### config.mk
export PLATFORM = sky130hd
export DESIGN_NAME = mpc_pin_ctrl
export DESIGN_NICKNAME = d
export VERILOG_FILES = /design/src/hdl/mpc_pkg.sv /design/src/hdl/mpc_pin_ctrl.sv
export VERILOG_INCLUDE_DIRS = /design/src /design/src/hdl
export SDC_FILE = /design/constraint.sdc
export NUM_CORES = 1
export LEC_CHECK = 0
export ABC_AREA = 1
export BUFFER_PORTS_ARGS = -buffer_cell sky130_fd_sc_hd__buf_4
export CORE_AREA = 2 2 187 189
export DETAILED_ROUTE_END_ITERATION = 6
export DIE_AREA = 0 0 189 191
export HOLD_SLACK_MARGIN = 0.05
export PLACE_DENSITY = 0.69
export SETUP_SLACK_MARGIN = 0.02
export SLEW_MARGIN = 30
export SYNTH_ARGS = -nofsm -noshare
export SYNTH_HDL_FRONTEND = slang
export SYNTH_SLANG_ARGS = --single-unit
export TNS_END_PERCENT = 10
### constraint.sdc
create_clock -name clk_sys_i -period 2 [get_ports clk_sys_i]
set_input_delay 0.1 -clock clk_sys_i [delete_from_list [all_inputs] [get_ports clk_sys_i]]
set_output_delay 0.1 -clock clk_sys_i [all_outputs]
set_load 0.02 [all_outputs]
### src/hdl/mpc_params.svh
// Constants for the motor pin control and fault report block.
// Included by the package and the design; holds definitions only.
`ifndef MPC_PARAMS_SVH
`define MPC_PARAMS_SVH
`define MPC_AW 8
`define MPC_DW 16
`define MPC_ADDR_CTRL 8'h00
`define MPC_ADDR_BRK_THR 8'h04
`define MPC_ADDR_GLITCH 8'h08
`define MPC_ADDR_MON1_PTR 8'h0C
`define MPC_ADDR_MON2_PTR 8'h10
`define MPC_ADDR_FLT_ACT 8'h14
`define MPC_ADDR_FLT_REP 8'h18
`define MPC_ADDR_STATUS 8'h1C
`define MPC_ADDR_SPEED 8'h20
`define MPC_ADDR_NV 8'h24
`define MPC_CTRL_RST 16'h0000
`define MPC_BRK_THR_RST 16'h0000
`define MPC_GLITCH_RST 16'h0004
`define MPC_BIT_BRK_OVR_EN 0
`define MPC_BIT_BRK_OVR_VAL 1
`define MPC_BIT_DIR_OVR_EN 2
`define MPC_BIT_DIR_OVR_VAL 3
`define MPC_BIT_BRK_STYLE 4
`define MPC_BIT_ALARM_EN 5
`define MPC_BIT_PULLUP 6
`define MPC_MODE_LSB 7
`define MPC_MODE_MSB 8
`define MPC_PD_LSB 9
`define MPC_PD_MSB 10
`define MPC_BIT_NV_STORE 0
`define MPC_CLK_PERIOD_NS 40
`define MPC_MON_PERIOD_NS 100000
`define MPC_MON_CYCLES (`MPC_MON_PERIOD_NS / `MPC_CLK_PERIOD_NS)
`define MPC_SLEEP_CYCLES_DEF 25000
`endif

### src/hdl/mpc_pkg.sv
// Types for the motor pin control and fault report block.
// Assumes mpc_params.svh is on the include path.
`include "mpc_params.svh"
package mpc_pkg;
  typedef enum logic [2:0]
  {
    ST_RUN = 3'h0,
    ST_SLOW = 3'h1,
    ST_BRAKE = 3'h3,
    ST_COAST = 3'h2,
    ST_RESTART = 3'h6,
    ST_SLEEP = 3'h7
  } mpc_state_type;
  typedef enum logic [1:0]
  {
    BR_DRIVE = 2'h0,
    BR_COAST = 2'h1,
    BR_LOW_BRAKE = 2'h2,
    BR_ALIGN = 2'h3
  } mpc_bridge_type;
  typedef enum logic [1:0]
  {
    SM_PWM = 2'h0,
    SM_FREQ = 2'h1,
    SM_ANALOG = 2'h2
  } mpc_speed_mode_type;
endpackage : mpc_pkg

### src/hdl/mpc_pin_ctrl.sv
// Pin control, monitor outputs and fault report of a motor driver core.
// Assumes one 25 MHz clock, a register port from the serial slave, and
// motor speed, commutation and variable data from the control core.
`timescale 1ns/1ps
`include "mpc_params.svh"
////////////////////////////////////////////////////////////////////////////////
// Functional notes
// - Brake input high enters brake state and holds it until the input drops.
// - A configuration bit chooses low-side brake or align brake.
// - Motor is slowed to the brake threshold speed before braking.
// - A software override can replace the sensed brake pin level.
// - Direction high sequences A, B, C; low sequences A, C, B.
// - A software override can replace the sensed direction pin level.
// - Output disable high puts every bridge transistor in coast.
// - Output disable release restarts the motor.
// - Output disable never causes sleep or standby; core stays active.
// - Speed pin takes pulse-width, frequency or analog command and wakes.
// - Only the speed pin moves the device in and out of sleep.
// - Each monitor output shows its pointed variable, refreshed every 100 us.
// - Speed pulse output rate is proportional to motor speed.
// - Fault pin is active low; status registers hold fault details.
// - Alarm enabled: report-only faults raise alarm only.
// - Alarm enabled: actionable faults raise alarm and pull fault pin low.
// - Alarm disabled: alarm released, all faults pull fault pin low.
// - Pull-up select acts only after nonvolatile store and power cycle.
// - Pulse-width mode filters short glitches on the speed input.
// - Serial port configures nonvolatile settings and reads fault state.
// - A field selects the serial pins' pull-down strength.
module mpc_pin_ctrl
  import mpc_pkg::*;
#(
  parameter int SLEEP_CYCLES = `MPC_SLEEP_CYCLES_DEF,
  parameter int NFLT = 8
)
(
  input wire logic clk_sys_i,
  input wire logic rst_n_i,
  input wire logic [`MPC_AW-1:0] reg_addr_i,
  input wire logic [`MPC_DW-1:0] reg_wdata_i,
  input wire logic reg_wr_i,
  input wire logic reg_rd_i,
  output logic [`MPC_DW-1:0] reg_rdata_o,
  input wire logic brake_pin_i,
  input wire logic dir_pin_i,
  input wire logic output_disable_pin_i,
  input wire logic speed_pin_i,
  input wire logic [11:0] analog_speed_i,
  input wire logic [15:0] motor_speed_i,
  input wire logic commutate_i,
  input wire logic [15:0] var_data_i,
  input wire logic [NFLT-1:0] fault_act_i,
  input wire logic [NFLT-1:0] fault_rep_i,
  input wire logic nv_pullup_i,
  output logic [15:0] var_addr_o,
  output logic [15:0] monitor_out_one_o,
  output logic [15:0] monitor_out_two_o,
  output logic speed_pulse_out_o,
  output logic fault_out_n_o,
  output logic fault_out_n_oe_n_o,
  output logic alarm_o,
  output logic alarm_oe_n_o,
  output logic pullup_en_o,
  output logic [1:0] i2c_pd_strength_o,
  output logic nv_store_o,
  output logic nv_pullup_o,
  output logic [2:0] phase_o,
  output logic [1:0] bridge_mode_o,
  output logic [15:0] speed_limit_o,
  output logic [15:0] speed_cmd_o,
  output logic restart_o,
  output logic sleep_o
);

  function automatic logic hit(input logic [`MPC_AW-1:0] a, input logic [`MPC_AW-1:0] r);
    hit = (a == r);
  endfunction : hit

  //////////////////////////////////////////////////////////////////////////////
  // Input synchronisers
  logic [1:0] brk_ff, dir_ff, dis_ff, spd_ff;
  logic brake_s, dir_s, outdis_s, speed_s;
  always_ff @(posedge clk_sys_i or negedge rst_n_i)
    if (!rst_n_i)
    begin
      brk_ff <= 2'h0;
      dir_ff <= 2'h0;
      dis_ff <= 2'h0;
      spd_ff <= 2'h0;
    end
    else
    begin
      brk_ff <= {brk_ff[0], brake_pin_i};
      dir_ff <= {dir_ff[0], dir_pin_i};
      dis_ff <= {dis_ff[0], output_disable_pin_i};
      spd_ff <= {spd_ff[0], speed_pin_i};
    end
  assign brake_s = brk_ff[1];
  assign dir_s = dir_ff[1];
  assign outdis_s = dis_ff[1];
  assign speed_s = spd_ff[1];

  //////////////////////////////////////////////////////////////////////////////
  // Registers
  logic [`MPC_DW-1:0] ctrl, brk_thr, glitch_len, mon1_ptr, mon2_ptr, speed_meas;
  logic [NFLT-1:0] flt_act, flt_rep;
  mpc_state_type state;
  logic pullup_active;
  logic brake_eff, dir_eff;
  mpc_speed_mode_type speed_mode;

  assign brake_eff = ctrl[`MPC_BIT_BRK_OVR_EN] ? ctrl[`MPC_BIT_BRK_OVR_VAL] : brake_s;
  assign dir_eff = ctrl[`MPC_BIT_DIR_OVR_EN] ? ctrl[`MPC_BIT_DIR_OVR_VAL] : dir_s;
  assign speed_mode = mpc_speed_mode_type'(ctrl[`MPC_MODE_MSB:`MPC_MODE_LSB]);

  always_ff @(posedge clk_sys_i or negedge rst_n_i)
    if (!rst_n_i)
    begin
      ctrl <= `MPC_CTRL_RST;
      brk_thr <= `MPC_BRK_THR_RST;
      glitch_len <= `MPC_GLITCH_RST;
      mon1_ptr <= 16'h0000;
      mon2_ptr <= 16'h0000;
    end
    else if (reg_wr_i)
    begin
      if (hit(reg_addr_i, `MPC_ADDR_CTRL))
        ctrl <= reg_wdata_i;
      if (hit(reg_addr_i, `MPC_ADDR_BRK_THR))
        brk_thr <= reg_wdata_i;
      if (hit(reg_addr_i, `MPC_ADDR_GLITCH))
        glitch_len <= reg_wdata_i;
      if (hit(reg_addr_i, `MPC_ADDR_MON1_PTR))
        mon1_ptr <= reg_wdata_i;
      if (hit(reg_addr_i, `MPC_ADDR_MON2_PTR))
        mon2_ptr <= reg_wdata_i;
    end

  // Sticky fault status, write one to clear; a new fault wins over the clear
  always_ff @(posedge clk_sys_i or negedge rst_n_i)
    if (!rst_n_i)
    begin
      flt_act <= '0;
      flt_rep <= '0;
    end
    else
    begin
      flt_act <= (flt_act & ~((reg_wr_i && hit(reg_addr_i, `MPC_ADDR_FLT_ACT)) ?
                 reg_wdata_i[NFLT-1:0] : '0)) | fault_act_i;
      flt_rep <= (flt_rep & ~((reg_wr_i && hit(reg_addr_i, `MPC_ADDR_FLT_REP)) ?
                 reg_wdata_i[NFLT-1:0] : '0)) | fault_rep_i;
    end

  // Read data one cycle after the strobe; unmapped reads as zero
  always_ff @(posedge clk_sys_i or negedge rst_n_i)
    if (!rst_n_i)
      reg_rdata_o <= '0;
    else if (!reg_rd_i)
      reg_rdata_o <= '0;
    else
      case (reg_addr_i)
        `MPC_ADDR_CTRL: reg_rdata_o <= ctrl;
        `MPC_ADDR_BRK_THR: reg_rdata_o <= brk_thr;
        `MPC_ADDR_GLITCH: reg_rdata_o <= glitch_len;
        `MPC_ADDR_MON1_PTR: reg_rdata_o <= mon1_ptr;
        `MPC_ADDR_MON2_PTR: reg_rdata_o <= mon2_ptr;
        `MPC_ADDR_FLT_ACT: reg_rdata_o <= `MPC_DW'(flt_act);
        `MPC_ADDR_FLT_REP: reg_rdata_o <= `MPC_DW'(flt_rep);
        `MPC_ADDR_STATUS: reg_rdata_o <= {7'h00, pullup_active, speed_s, outdis_s, dir_eff, brake_eff, 1'b0, state};
        `MPC_ADDR_SPEED: reg_rdata_o <= speed_meas;
        default: reg_rdata_o <= '0;
      endcase

  //////////////////////////////////////////////////////////////////////////////
  // Nonvolatile pull-up: stored on command, taken only at power-up
  logic pu_taken;
  always_ff @(posedge clk_sys_i or negedge rst_n_i)
    if (!rst_n_i)
    begin
      pu_taken <= 1'b0;
      pullup_active <= 1'b0;
    end
    else if (!pu_taken)
    begin
      pu_taken <= 1'b1;
      pullup_active <= nv_pullup_i;
    end

  always_ff @(posedge clk_sys_i or negedge rst_n_i)
    if (!rst_n_i)
    begin
      nv_store_o <= 1'b0;
      nv_pullup_o <= 1'b0;
    end
    else
    begin
      nv_store_o <= reg_wr_i && hit(reg_addr_i, `MPC_ADDR_NV) && reg_wdata_i[`MPC_BIT_NV_STORE];
      if (reg_wr_i && hit(reg_addr_i, `MPC_ADDR_NV) && reg_wdata_i[`MPC_BIT_NV_STORE])
        nv_pullup_o <= ctrl[`MPC_BIT_PULLUP];
    end

  always_ff @(posedge clk_sys_i or negedge rst_n_i)
    if (!rst_n_i)
    begin
      pullup_en_o <= 1'b0;
      i2c_pd_strength_o <= 2'h0;
    end
    else
    begin
      pullup_en_o <= pullup_active;
      i2c_pd_strength_o <= ctrl[`MPC_PD_MSB:`MPC_PD_LSB];
    end

  //////////////////////////////////////////////////////////////////////////////
  // Speed input: glitch filter, measurement, sleep timer
  logic [15:0] glitch_cnt, hi_cnt, per_cnt;
  logic spd_filt, spd_prev, sleep_req;
  logic [31:0] low_cnt;
  logic spd_use;
  assign spd_use = (speed_mode == SM_PWM) ? spd_filt : speed_s;

  // Level must stay stable past the filter length to be accepted
  always_ff @(posedge clk_sys_i or negedge rst_n_i)
    if (!rst_n_i)
    begin
      spd_filt <= 1'b0;
      glitch_cnt <= 16'h0000;
    end
    else if (speed_s == spd_filt)
      glitch_cnt <= 16'h0000;
    else if (glitch_cnt >= glitch_len)
    begin
      spd_filt <= speed_s;
      glitch_cnt <= 16'h0000;
    end
    else
      glitch_cnt <= glitch_cnt + 16'h0001;

  always_ff @(posedge clk_sys_i or negedge rst_n_i)
    if (!rst_n_i)
    begin
      spd_prev <= 1'b0;
      hi_cnt <= 16'h0000;
      per_cnt <= 16'h0000;
      speed_meas <= 16'h0000;
    end
    else
    begin
      spd_prev <= spd_use;
      if (speed_mode == SM_ANALOG)
        speed_meas <= {4'h0, analog_speed_i};
      else if (spd_use && !spd_prev)
      begin
        speed_meas <= (speed_mode == SM_PWM) ? hi_cnt : per_cnt;
        hi_cnt <= 16'h0000;
        per_cnt <= 16'h0001;
      end
      else
      begin
        per_cnt <= (per_cnt == 16'hFFFF) ? per_cnt : per_cnt + 16'h0001;
        if (spd_use && hi_cnt != 16'hFFFF)
          hi_cnt <= hi_cnt + 16'h0001;
      end
    end

  // Sleep only from a long low on the speed pin
  always_ff @(posedge clk_sys_i or negedge rst_n_i)
    if (!rst_n_i)
    begin
      low_cnt <= 32'h0000_0000;
      sleep_req <= 1'b0;
    end
    else if (spd_use)
    begin
      low_cnt <= 32'h0000_0000;
      sleep_req <= 1'b0;
    end
    else if (low_cnt >= 32'(SLEEP_CYCLES - 1))
      sleep_req <= 1'b1;
    else
      low_cnt <= low_cnt + 32'h0000_0001;

  //////////////////////////////////////////////////////////////////////////////
  // Motor state: sleep over output disable over brake
  always_ff @(posedge clk_sys_i or negedge rst_n_i)
    if (!rst_n_i)
      state <= ST_RUN;
    else
      case (state)
        ST_RUN:
          if (sleep_req)
            state <= ST_SLEEP;
          else if (outdis_s)
            state <= ST_COAST;
          else if (brake_eff)
            state <= ST_SLOW;
        ST_SLOW:
          if (sleep_req)
            state <= ST_SLEEP;
          else if (outdis_s)
            state <= ST_COAST;
          else if (!brake_eff)
            state <= ST_RUN;
          else if (motor_speed_i <= brk_thr)
            state <= ST_BRAKE;
        ST_BRAKE:
          if (sleep_req)
            state <= ST_SLEEP;
          else if (outdis_s)
            state <= ST_COAST;
          else if (!brake_eff)
            state <= ST_RESTART;
        ST_COAST:
          if (sleep_req)
            state <= ST_SLEEP;
          else if (!outdis_s)
            state <= ST_RESTART;
        ST_RESTART:
          state <= ST_RUN;
        ST_SLEEP:
          if (!sleep_req)
            state <= outdis_s ? ST_COAST : ST_RESTART;
        default:
          state <= ST_RUN;
      endcase

  always_ff @(posedge clk_sys_i or negedge rst_n_i)
    if (!rst_n_i)
    begin
      bridge_mode_o <= BR_COAST;
      speed_limit_o <= 16'hFFFF;
      restart_o <= 1'b0;
      sleep_o <= 1'b0;
      speed_cmd_o <= 16'h0000;
    end
    else
    begin
      case (state)
        ST_RUN, ST_SLOW, ST_RESTART: bridge_mode_o <= BR_DRIVE;
        ST_BRAKE: bridge_mode_o <= ctrl[`MPC_BIT_BRK_STYLE] ? BR_ALIGN : BR_LOW_BRAKE;
        default: bridge_mode_o <= BR_COAST;
      endcase
      speed_limit_o <= (state == ST_SLOW || state == ST_BRAKE) ? brk_thr : 16'hFFFF;
      restart_o <= (state == ST_RESTART);
      sleep_o <= (state == ST_SLEEP);
      speed_cmd_o <= speed_meas;
    end

  // Commutation order follows direction
  always_ff @(posedge clk_sys_i or negedge rst_n_i)
    if (!rst_n_i)
      phase_o <= 3'h1;
    else if (commutate_i && (state == ST_RUN || state == ST_SLOW))
      phase_o <= dir_eff ? {phase_o[1:0], phase_o[2]} : {phase_o[0], phase_o[2:1]};

  //////////////////////////////////////////////////////////////////////////////
  // Monitor outputs: both pointers per refresh cycle, one fetch each
  logic [11:0] mon_cnt;
  logic mon_tick, fetch1, fetch2;
  assign mon_tick = (mon_cnt == 12'(`MPC_MON_CYCLES - 1));
  always_ff @(posedge clk_sys_i or negedge rst_n_i)
    if (!rst_n_i)
    begin
      mon_cnt <= 12'h000;
      fetch1 <= 1'b0;
      fetch2 <= 1'b0;
      var_addr_o <= 16'h0000;
      monitor_out_one_o <= 16'h0000;
      monitor_out_two_o <= 16'h0000;
    end
    else
    begin
      mon_cnt <= mon_tick ? 12'h000 : mon_cnt + 12'h001;
      fetch1 <= mon_tick;
      fetch2 <= fetch1;
      if (mon_tick)
        var_addr_o <= mon1_ptr;
      else if (fetch1)
        var_addr_o <= mon2_ptr;
      if (fetch1)
        monitor_out_one_o <= var_data_i;
      if (fetch2)
        monitor_out_two_o <= var_data_i;
    end

  //////////////////////////////////////////////////////////////////////////////
  // Speed pulse: phase accumulator, carry rate tracks motor speed
  logic [16:0] acc;
  always_ff @(posedge clk_sys_i or negedge rst_n_i)
    if (!rst_n_i)
    begin
      acc <= 17'h00000;
      speed_pulse_out_o <= 1'b0;
    end
    else
    begin
      acc <= {1'b0, acc[15:0]} + {1'b0, motor_speed_i};
      if (acc[16])
        speed_pulse_out_o <= ~speed_pulse_out_o;
    end

  //////////////////////////////////////////////////////////////////////////////
  // Fault pins: the fault pin is open drain, the alarm pin three-state
  logic act_any, rep_any, alarm_en;
  assign act_any = |flt_act;
  assign rep_any = |flt_rep;
  assign alarm_en = ctrl[`MPC_BIT_ALARM_EN];
  always_ff @(posedge clk_sys_i or negedge rst_n_i)
    if (!rst_n_i)
    begin
      fault_out_n_o <= 1'b0;
      fault_out_n_oe_n_o <= 1'b1;
      alarm_o <= 1'b0;
      alarm_oe_n_o <= 1'b1;
    end
    else
    begin
      fault_out_n_o <= 1'b0;
      fault_out_n_oe_n_o <= alarm_en ? !act_any : !(act_any || rep_any);
      alarm_o <= alarm_en && (act_any || rep_any);
      alarm_oe_n_o <= !alarm_en;
    end
endmodule : mpc_pin_ctrl

* Word level (Yosys, flattened, before mapping)
Cells that the tools add are included.
** Cells by class
- Add/sub/neg operators :: 6
- $lt $le $gt $ge :: 3
- Eq/ne operators :: 26
- Muxes and demuxes :: 43
- Bitwise gates (word level) :: 9
- Reductions and logical operators :: 34
** Operators by type and width (number)
- $mux W16 :: 13
- $pmux W16 S9 :: 1
- $mux W32 :: 2
- $add A16 B1 Y16 const B :: 3
- $mux W3 :: 15
- $add A32 B1 Y32 const B :: 1
- $eq A8 B5 Y1 const B :: 4
- $ge A32 B15 Y1 const B :: 1
- $add A16 B16 Y17 :: 1
- $and A8 B8 Y8 :: 2
- $eq A16 B16 Y1 const B :: 1
- $eq A8 B4 Y1 const B :: 2
- $eq A8 B6 Y1 const B :: 2
- $ge A16 B16 Y1 :: 1
- $le A16 B16 Y1 :: 1
- $mux W8 :: 2
- $ne A16 B16 Y1 const B :: 1
- $not A8 Y8 :: 2
- $or A8 B8 Y8 :: 2
- $reduce_and A2 Y1 :: 8
- $reduce_or A8 Y1 :: 2
- $pmux W3 S5 :: 1
- $add A12 B1 Y12 const B :: 1
- $eq A12 B12 Y1 const B :: 1
- 23 further kinds :: 51
** Word-level totals
- Flip-flop bits (word level) :: 351
- Input bits :: 94
- Output and inout bits :: 113

* Logic depth before layout (Yosys ltp)
Gate-level depths: netlist of run 1.
- Depth after elaboration :: 6
- Gate-level depth with buffers :: 17

* Worst setup path after synthesis of run 1
Ideal clock, no wire load.
- Path type :: reg-to-reg
- Start :: reg acc[0]
- End :: reg acc[14]
- Data arrival time :: 1.682 ns
- Required time :: 1.921 ns
- Setup slack :: 0.239 ns
- Cell stages (with the launch flop) :: 13
- Buffers on the path :: 0
- Cells stage by stage :: dfrtp_1 -> ha_1 -> inv_1 -> fa_1 -> nand3b_1 -> nand2_1 -> nand2_1 -> nand3_1 -> nand3_1 -> nand2_1 -> nand2_1 -> nand2_1 -> xor2_1
** Between the ends
- Word-level cells in the longest chain between the ends :: 1
** Ends and longest elaborated chain
- start: declaration :: line mpc_pin_ctrl.sv:387 : logic [16:0] acc;
- start signal: assignment :: line mpc_pin_ctrl.sv:396 : acc <= {1'b0, acc[15:0]} + {1'b0, motor_speed_i};
- $add A16 B16 Y17 :: line mpc_pin_ctrl.sv:396
No other way between the ends.
A chain may end at the register's enable or synchronous reset.

* Final worst setup path of run 1
- Start :: reg glitch_len[14]
- End :: reg glitch_cnt[10]
** Between the ends
- Word-level cells in the longest chain between the ends :: 3
** Ends and longest elaborated chain
- start: declaration :: line mpc_pin_ctrl.sv:104 : logic [`MPC_DW-1:0] ctrl, brk_thr, glitch_len, mon1_ptr, mon2_ptr, speed_meas;
- start signal: assignment :: line mpc_pin_ctrl.sv:120 : glitch_len <= `MPC_GLITCH_RST;
- start signal: assignment :: line mpc_pin_ctrl.sv:131 : glitch_len <= reg_wdata_i;
- $ge A16 B16 Y1 :: line mpc_pin_ctrl.sv:230 : else if (glitch_cnt >= glitch_len)
- $mux W16 :: line mpc_pin_ctrl.sv:230
- $mux W16 :: line mpc_pin_ctrl.sv:228 : else if (speed_s == spd_filt)
- end signal: assignment :: line mpc_pin_ctrl.sv:236 : glitch_cnt <= glitch_cnt + 16'h0001;
- end: declaration :: line mpc_pin_ctrl.sv:215 : logic [15:0] glitch_cnt, hi_cnt, per_cnt;
No other way between the ends.

==> results.toml, run 1 <==
[synthesis]
synth_ff_type = "dfrtp_1"
ys_ff_latch = 351
yosys.area.top_type_share_pct = 49.2
ys_warn_count = 0
synthCells = 1863
ys_seq_area_share_pct = 52.5
synth.top_cells.by_area = "dfrtp_1 49%, nand2_1 8.6%, inv_1 4.9%"
synth_edf_count = 0
syn_nets = 2011
synth_area_leader_cell = "dfrtp_1"
synth-async-reset-ratio_pct = 100
netlist_area_sq_um = 16800
ys_types = 58
avgSynthCellArea_sq_um = 9.01

[clock_network]
cts.sinks = 351
cts-root-buf = "clkbuf_16"
clock_latency_ns = 0.54
cts_made_buffers = 38
path_clk_slew_ns = 0.06
cts_tree = "built"
clk_path_buf_depth = 3
h-tree-depth = 2
post_cts_buffers = 0

[detailed_routing]
wl_met2_um = 21600
top_layer = "met4"
wirelength_um = 46800
drtIter0Drc = 1193
drc = 0
drt_pre_antenna_iters = 6
ant_nets = 0
wl_met1_um = 20400
vias = 14161
viasPerCell = 5.30
wl_met3_um = 3150
drt-wirelength-per-cell_um = 17.5

[critical_path]
crit_slowest_cell = "dfrtp_1"
path_max_fanout = 16
end_kind = "flip-flop"
worstPathCellList = "inv_1 -> ha_1 -> nand2_1 -> inv_1 -> nand3_1 -> inv_1 -> a21oi_2 -> nand4_1 -> buf_4 -> nor3b_1"
crit_top_cell = "inv_1"
critPathKind = "reg2reg"
start_kind = "flip-flop"
worstPathArrival_ns = 2.32
critPathRequiredTime_ns = 2.43
max_stage_delay_ns = 0.38

[floorplan]
io_pins = 207
dieArea_sq_um = 36100
die_width_um = 189
coreArea_sq_um = 34100
die_h_um = 191
start_util_pct = 49.2
row_count = 68

[sta]
rsz0062_at_grt = "true"
final-setup-viol-count = 0
finalCritPeriodShare_pct = 94.5
worstMarginPinSlew_ns = 0.666
relSlewSlack_pct = 55.6
fin_skew_ns = 0.0307
hold_slack_ns = 0.0723
post-route-min-period_ns = 1.89
hold_viol_final = 0
final_max_slew_viol_count = 0
clock.fmax_ghz = 0.529

[place]
gp_congestion = 0.956
io_buffers = 205
hpwl_um = 34300

[power_and_ir_drop]
internal_power_mw = 14.4
p_switching_mw = 6.76
clockPowerShare_pct = 33.9
pwr-share-seq_pct = 41.6
pwr-share-comb_pct = 24.5
leakage_nw = 10.1
swShare_pct = 31.9
power_density_nw_per_um2 = 998
ir_worst_vdd_mv = 0.851

[global_routing]
grt_pass1_vias = 13843
grt_pass1_wl_um = 74100
gr-total-overflow = 0
grt_max_degree = 72
antenna_found_initial = 0
grt_use_total_pct = 26.1

[finish]
layout-drive-gt1-share_pct = 19.9
area_delta_synth_final_pct = 26.3
final_util_pct = 62.2
fill_cells = 2837
num_antenna_cells = 0
fin_nets = 2335

[job]
max_cap_viol_count = 0

[hold_path]
min_path_type = "in2async"

[status]
outcome = "completed"
==> sequential cells by signal (all words and copies together) (netlist names), 8 cells and up <==
signal,count
glitch_len,16
monitor_out_one_o,16
speed_cmd_o,16
mon_cnt,12
flt_act,8
low_cnt,32
mon1_ptr,16
hi_cnt,16
glitch_cnt,16
flt_rep,8
brk_thr,16
ctrl,16
mon2_ptr,16
reg_rdata_o,16
speed_meas,16
monitor_out_two_o,16
acc,17
speed_limit_o,16
var_addr_o,16
per_cnt,16
==> synthesized netlist by cell type (7+ instances only) <==
| cell type | n |
|---|---|
| dfrtp_1 | 330 |
| dfstp_2 | 21 |
| ha_1 | 53 |
| nand4_1 | 25 |
| nand2_1 | 386 |
| o22ai_1 | 37 |
| nand4_2 | 7 |
| inv_1 | 217 |
| o21ai_1 | 42 |
| o21ai_2 | 12 |
| a21oi_1 | 83 |
| o211ai_1 | 16 |
| o21ai_0 | 90 |
| xnor2_1 | 8 |
| nor2_1 | 155 |
| nor3_1 | 26 |
| nor4_1 | 11 |
| a31oi_1 | 14 |
| buf_6 | 8 |
| xor2_1 | 45 |
| clkbuf_1 | 25 |
| inv_2 | 14 |
| buf_2 | 19 |
| nand3_1 | 102 |
| mux2_2 | 17 |
| o21bai_1 | 16 |
==> logic make-up after synthesis <==
logic type      Yosys count  synth area share, %
fa+ha+maj                54                 4.07
mux                      17                 1.14
simple gates            753                 20.3
xor+xnor                 53                 2.76
flops                   351                 52.5
compound gates          339                 11.9
other cells               2               0.0447
buf+inv                 294                 7.29
==> critical path, delay by kind of cell, from the launching register on <==
kind	cells	cell delay (ns)
AND/OR/NAND/NOR	4	0.46
buffers and inverters	4	0.47
AO/OA/AOI/OAI	1	0.20
flip-flops	1	0.38
adder cells (fa/ha/maj)	1	0.26
==> metrics by stage <==
stage	cell area (sq um)	TNS [ns]	total power, mW	cells	worst slack [ns]
after floorplan	16800	0	12.0	1863	0.239
after global placement	19000	0	13.8	2515	0.112
after detailed placement	19000	0	13.9	2515	0.0729
after CTS	21200	0	21.3	2670	0.0346
after global routing	21200	-0.00212	22.3	2670	-0.00212
final	21200	0	21.2	2670	0.109
==> power groups by stage <==
stage | logic [mW] | registers, mW | clock network, mW
floorplan | 2.93 | 9.10 | 0
global placement | 4.91 | 8.88 | 0
detailed placement | 5.00 | 8.90 | 0
CTS | 5.16 | 8.79 | 7.32
global route | 5.76 | 8.89 | 7.63
finish | 5.18 | 8.80 | 7.18
==> metal layers <==
metal  vias to the layer above  GRT usage, %
li1                       6789             -
met1                      6757          35.9
met2                       509          42.1
met3                       106          4.26
met4                         0          9.16
met5                         -             0
==> timing repair <==
action / CTS / global route
endpoints found under the hold margin: 482 / 0
setup endpoints to repair: 0 / 24
hold buffers: 87 / 0
resized for setup: 0 / 8
==> cells in the final DEF, fill, tap and decap left out, types with 41 or more instances in the layout <==
master         Yosys  layout
a21oi_1           83      82
buf_4              5     249
dfrtp_1          330     330
dlygate4sd3_1      0      87
ha_1              53      53
inv_1            217     216
nand2_1          386     386
nand3_1          102     102
nor2_1           155     154
o21ai_0           90      90
o21ai_1           42      41
xor2_1            45      45
==> final timing paths <==
check / start / end / slack [ns] / cells after the start
worst min register to register: dir_ff[0] / dir_ff[1] / 0.35 / 0
worst min-delay path: rst_n_i / acc[16] / 0.07 / 2
worst max register to register: glitch_len[14] / glitch_cnt[10] / 0.11 / 10
min in group clk_sys_i: motor_speed_i[5] / acc[6] / 0.10 / 5
max in group asynchronous: rst_n_i / bridge_mode_o[0] / 1.17 / 3
worst max-delay path: glitch_len[14] / glitch_cnt[10] / 0.11 / 10
==> layout make-up <==
type / instances / area [sq um] / area share (%)
Multi-Input combinational cell: 1218 / 6790 / 32.0
Inverter: 235 / 890 / 4.19
Clock buffer: 49 / 1030 / 4.87
Sequential cell: 351 / 8810 / 41.5
Clock inverter: 19 / 243 / 1.14
Tap cell: 455 / 569 / 2.68
Timing Repair Buffer: 343 / 2880 / 13.6
(Power assumes the default switching activity.)
==> run 2, diff against run 1 <==
--- a/config.mk
+++ b/config.mk
@@ -13,7 +13,7 @@
 export DIE_AREA = 0 0 189 191
 export HOLD_SLACK_MARGIN = 0.05
 export PLACE_DENSITY = 0.69
-export SETUP_SLACK_MARGIN = 0.02
+export SETUP_SLACK_MARGIN = 0.3
 export SLEW_MARGIN = 30
 export SYNTH_ARGS = -nofsm -noshare
 export SYNTH_HDL_FRONTEND = slang
==> run 2 against run 1 <==
Against the previous run:
- fmax grew 3.7%
- global-route usage grew 0.73 points
- final cell count grew 2.0%
- clock skew is 0.0071 ns lower
- via count up 4.0%
- flip-flop and latch count unchanged
- worst hold slack better by 0.00098 ns
- largest cell class unchanged
- register-to-register slack improved by 0.07 ns
- routed wire length is 5.2% higher
- power grew 3.9%
- clock-buffer cell count up 5
==> results.toml, run 2 (synthesis results as in run 1) <==
[sta]
hold_viol_final = 0
setup_tns_ns = 0
clock.fmax_ghz = 0.549
final-setup-viol-count = 0
post-route-min-period_ns = 1.82
relSlewSlack_pct = 54.6
rsz0062_at_grt = "true"
finalCritPeriodShare_pct = 91.1
fin_skew_ns = 0.0236
hold_slack_ns = 0.0732
worstMarginPinSlew_ns = 0.681
final_max_slew_viol_count = 0

[floorplan]
io_pins = 207
die_h_um = 191
die_width_um = 189
row_count = 68
dieArea_sq_um = 36100
coreArea_sq_um = 34100
start_util_pct = 49.2

[critical_path]
timing.rr.end = "glitch_cnt[15]"
r2r_cells = 9
r2r-start = "glitch_cnt[2]"
critPathRequiredTime_ns = 2.41
cp-endpoint = "glitch_cnt[15]"
worstPathArrival_ns = 2.23
ff2ff_setup_slack_ns = 0.18
path_max_fanout = 5
critPathKind = "reg2reg"
crit_path_start = "glitch_cnt[2]"
end_kind = "flip-flop"
start_kind = "flip-flop"

[place]
dp_cells = 2517
hpwl_um = 34600
gp_congestion = 0.949
io_buffers = 205

[hold_path]
min_path_type = "in2reg"

[finish]
num_antenna_cells = 0
final_util_pct = 64.8
largest_reg_flops = 32
fin_cells = 2724
final_cell_mix = "373 x nand2_1, 325 x dfrtp_1, 281 x buf_4"
fin_nets = 2386
regMostFlops = "low_cnt"
reg_top3 = "low_cnt (32), acc (17)"
area_delta_synth_final_pct = 31.6
layout-drive-gt1-share_pct = 25.3
layout_commonest_cell = "nand2_1"

[power_and_ir_drop]
power_density_nw_per_um2 = 996
leakage_nw = 10.4
total_power_mw = 22.0
ir_worst_vdd_mv = 1.00

[global_routing]
antenna_found_initial = 1
grt_max_degree = 69
grt_pass1_wl_um = 76200
gr-total-overflow = 0
grt_use_total_pct = 26.8
grt_pass1_vias = 14178

[clock_network]
cts_tree = "built"
cts_made_buffers = 39
cts-root-buf = "clkbuf_16"
clk_path_buf_depth = 3
clock_latency_ns = 0.54
path_clk_slew_ns = 0.06
h-tree-depth = 2
cts.sinks = 351

[detailed_routing]
vias = 14723
ant_nets = 0
drc = 0
viasPerCell = 5.40
drt-wirelength-per-cell_um = 18.1
drt_pre_antenna_iters = 5
wirelength_um = 49200
drtIter0Drc = 1168

[status]
outcome = "completed"

[job]
max_cap_viol_count = 0
## run 2: changes by cell type in the layout (fill, tap and decap cells not counted), sizes merged
cell,delta
clkinv,-1
dlygate4sd3,-2
clkbuf,+5
nand2,+1
buf,+51
clkinvlp,+4
bufinv,-4
## run 2: layout make-up
| class | count | area (sq um) |
|---|---|---|
| timing repair buffer | 392 | 3380 |
| clock inverter | 18 | 144 |
| fill | 2758 | 12000 |
| sequential | 351 | 8820 |
| tap | 455 | 569 |
| clock buffer | 54 | 1130 |
| inverter | 235 | 903 |
| multi-input combinational | 1219 | 7150 |
## run 2: timing repair
| action | 4_1_cts | 5_1_grt |
|---|---|---|
| pin swaps | 21 | 40 |
| hold buffers | 85 | 0 |
| gates cloned | 1 | 1 |
| endpoints found under the hold margin | 266 | 0 |
| setup endpoints to repair | 84 | 141 |
| gates resized for setup | 52 | 71 |
| buffers inserted | 23 | 25 |
## run 2: where the power goes
group	leakage (nW)	internal, mW	switching, mW
clock	0.626	4.12	2.94
sequential	4.48	8.13	0.691
combinational	5.30	2.49	3.63
total	10.4	14.7	7.26
## run 2: worst min path at each step
stage                     start           endpoint  slack [ns]  cells after the start
3_3_place_gp            rst_n_i  speed_pulse_out_o        0.15                      1
3_5_place_dp            rst_n_i            acc[16]        0.15                      1
4_1_cts          reg_wdata_i[7]         brk_thr[7]        0.07                      3
5_1_grt        motor_speed_i[1]             acc[1]        0.09                      4
2_1_floorplan           rst_n_i             acc[0]       -0.20                      0
6_report       motor_speed_i[1]             acc[1]        0.07                      4
## run 2: metal layers
metal	GRT usage (%)	vias to the layer above	share of wire [%]
met5	0	-	0.026
met4	9.92	2	3.6
met3	4.85	124	7.2
met2	43.5	589	47
met1	36.2	7095	42
li1	-	6913	-
## run 2: metrics by stage
stage               setup WS (ns)  cell area (sq um)
floorplan                   0.284              16800
global placement            0.164              19100
detailed placement         0.0865              19100
CTS                         0.234              21600
global route               0.0521              22100
finish                      0.177              22100
## run 2: critical path: stages (launching register included)
cell,delay [ns]
dfrtp_1,0.51
nand2_1,0.11
nor2_2,0.22
nand2_1,0.10
nor2_2,0.16
nand4_2,0.14
nor2_2,0.15
nand3_1,0.10
xor2_1,0.16
nor2_1,0.06
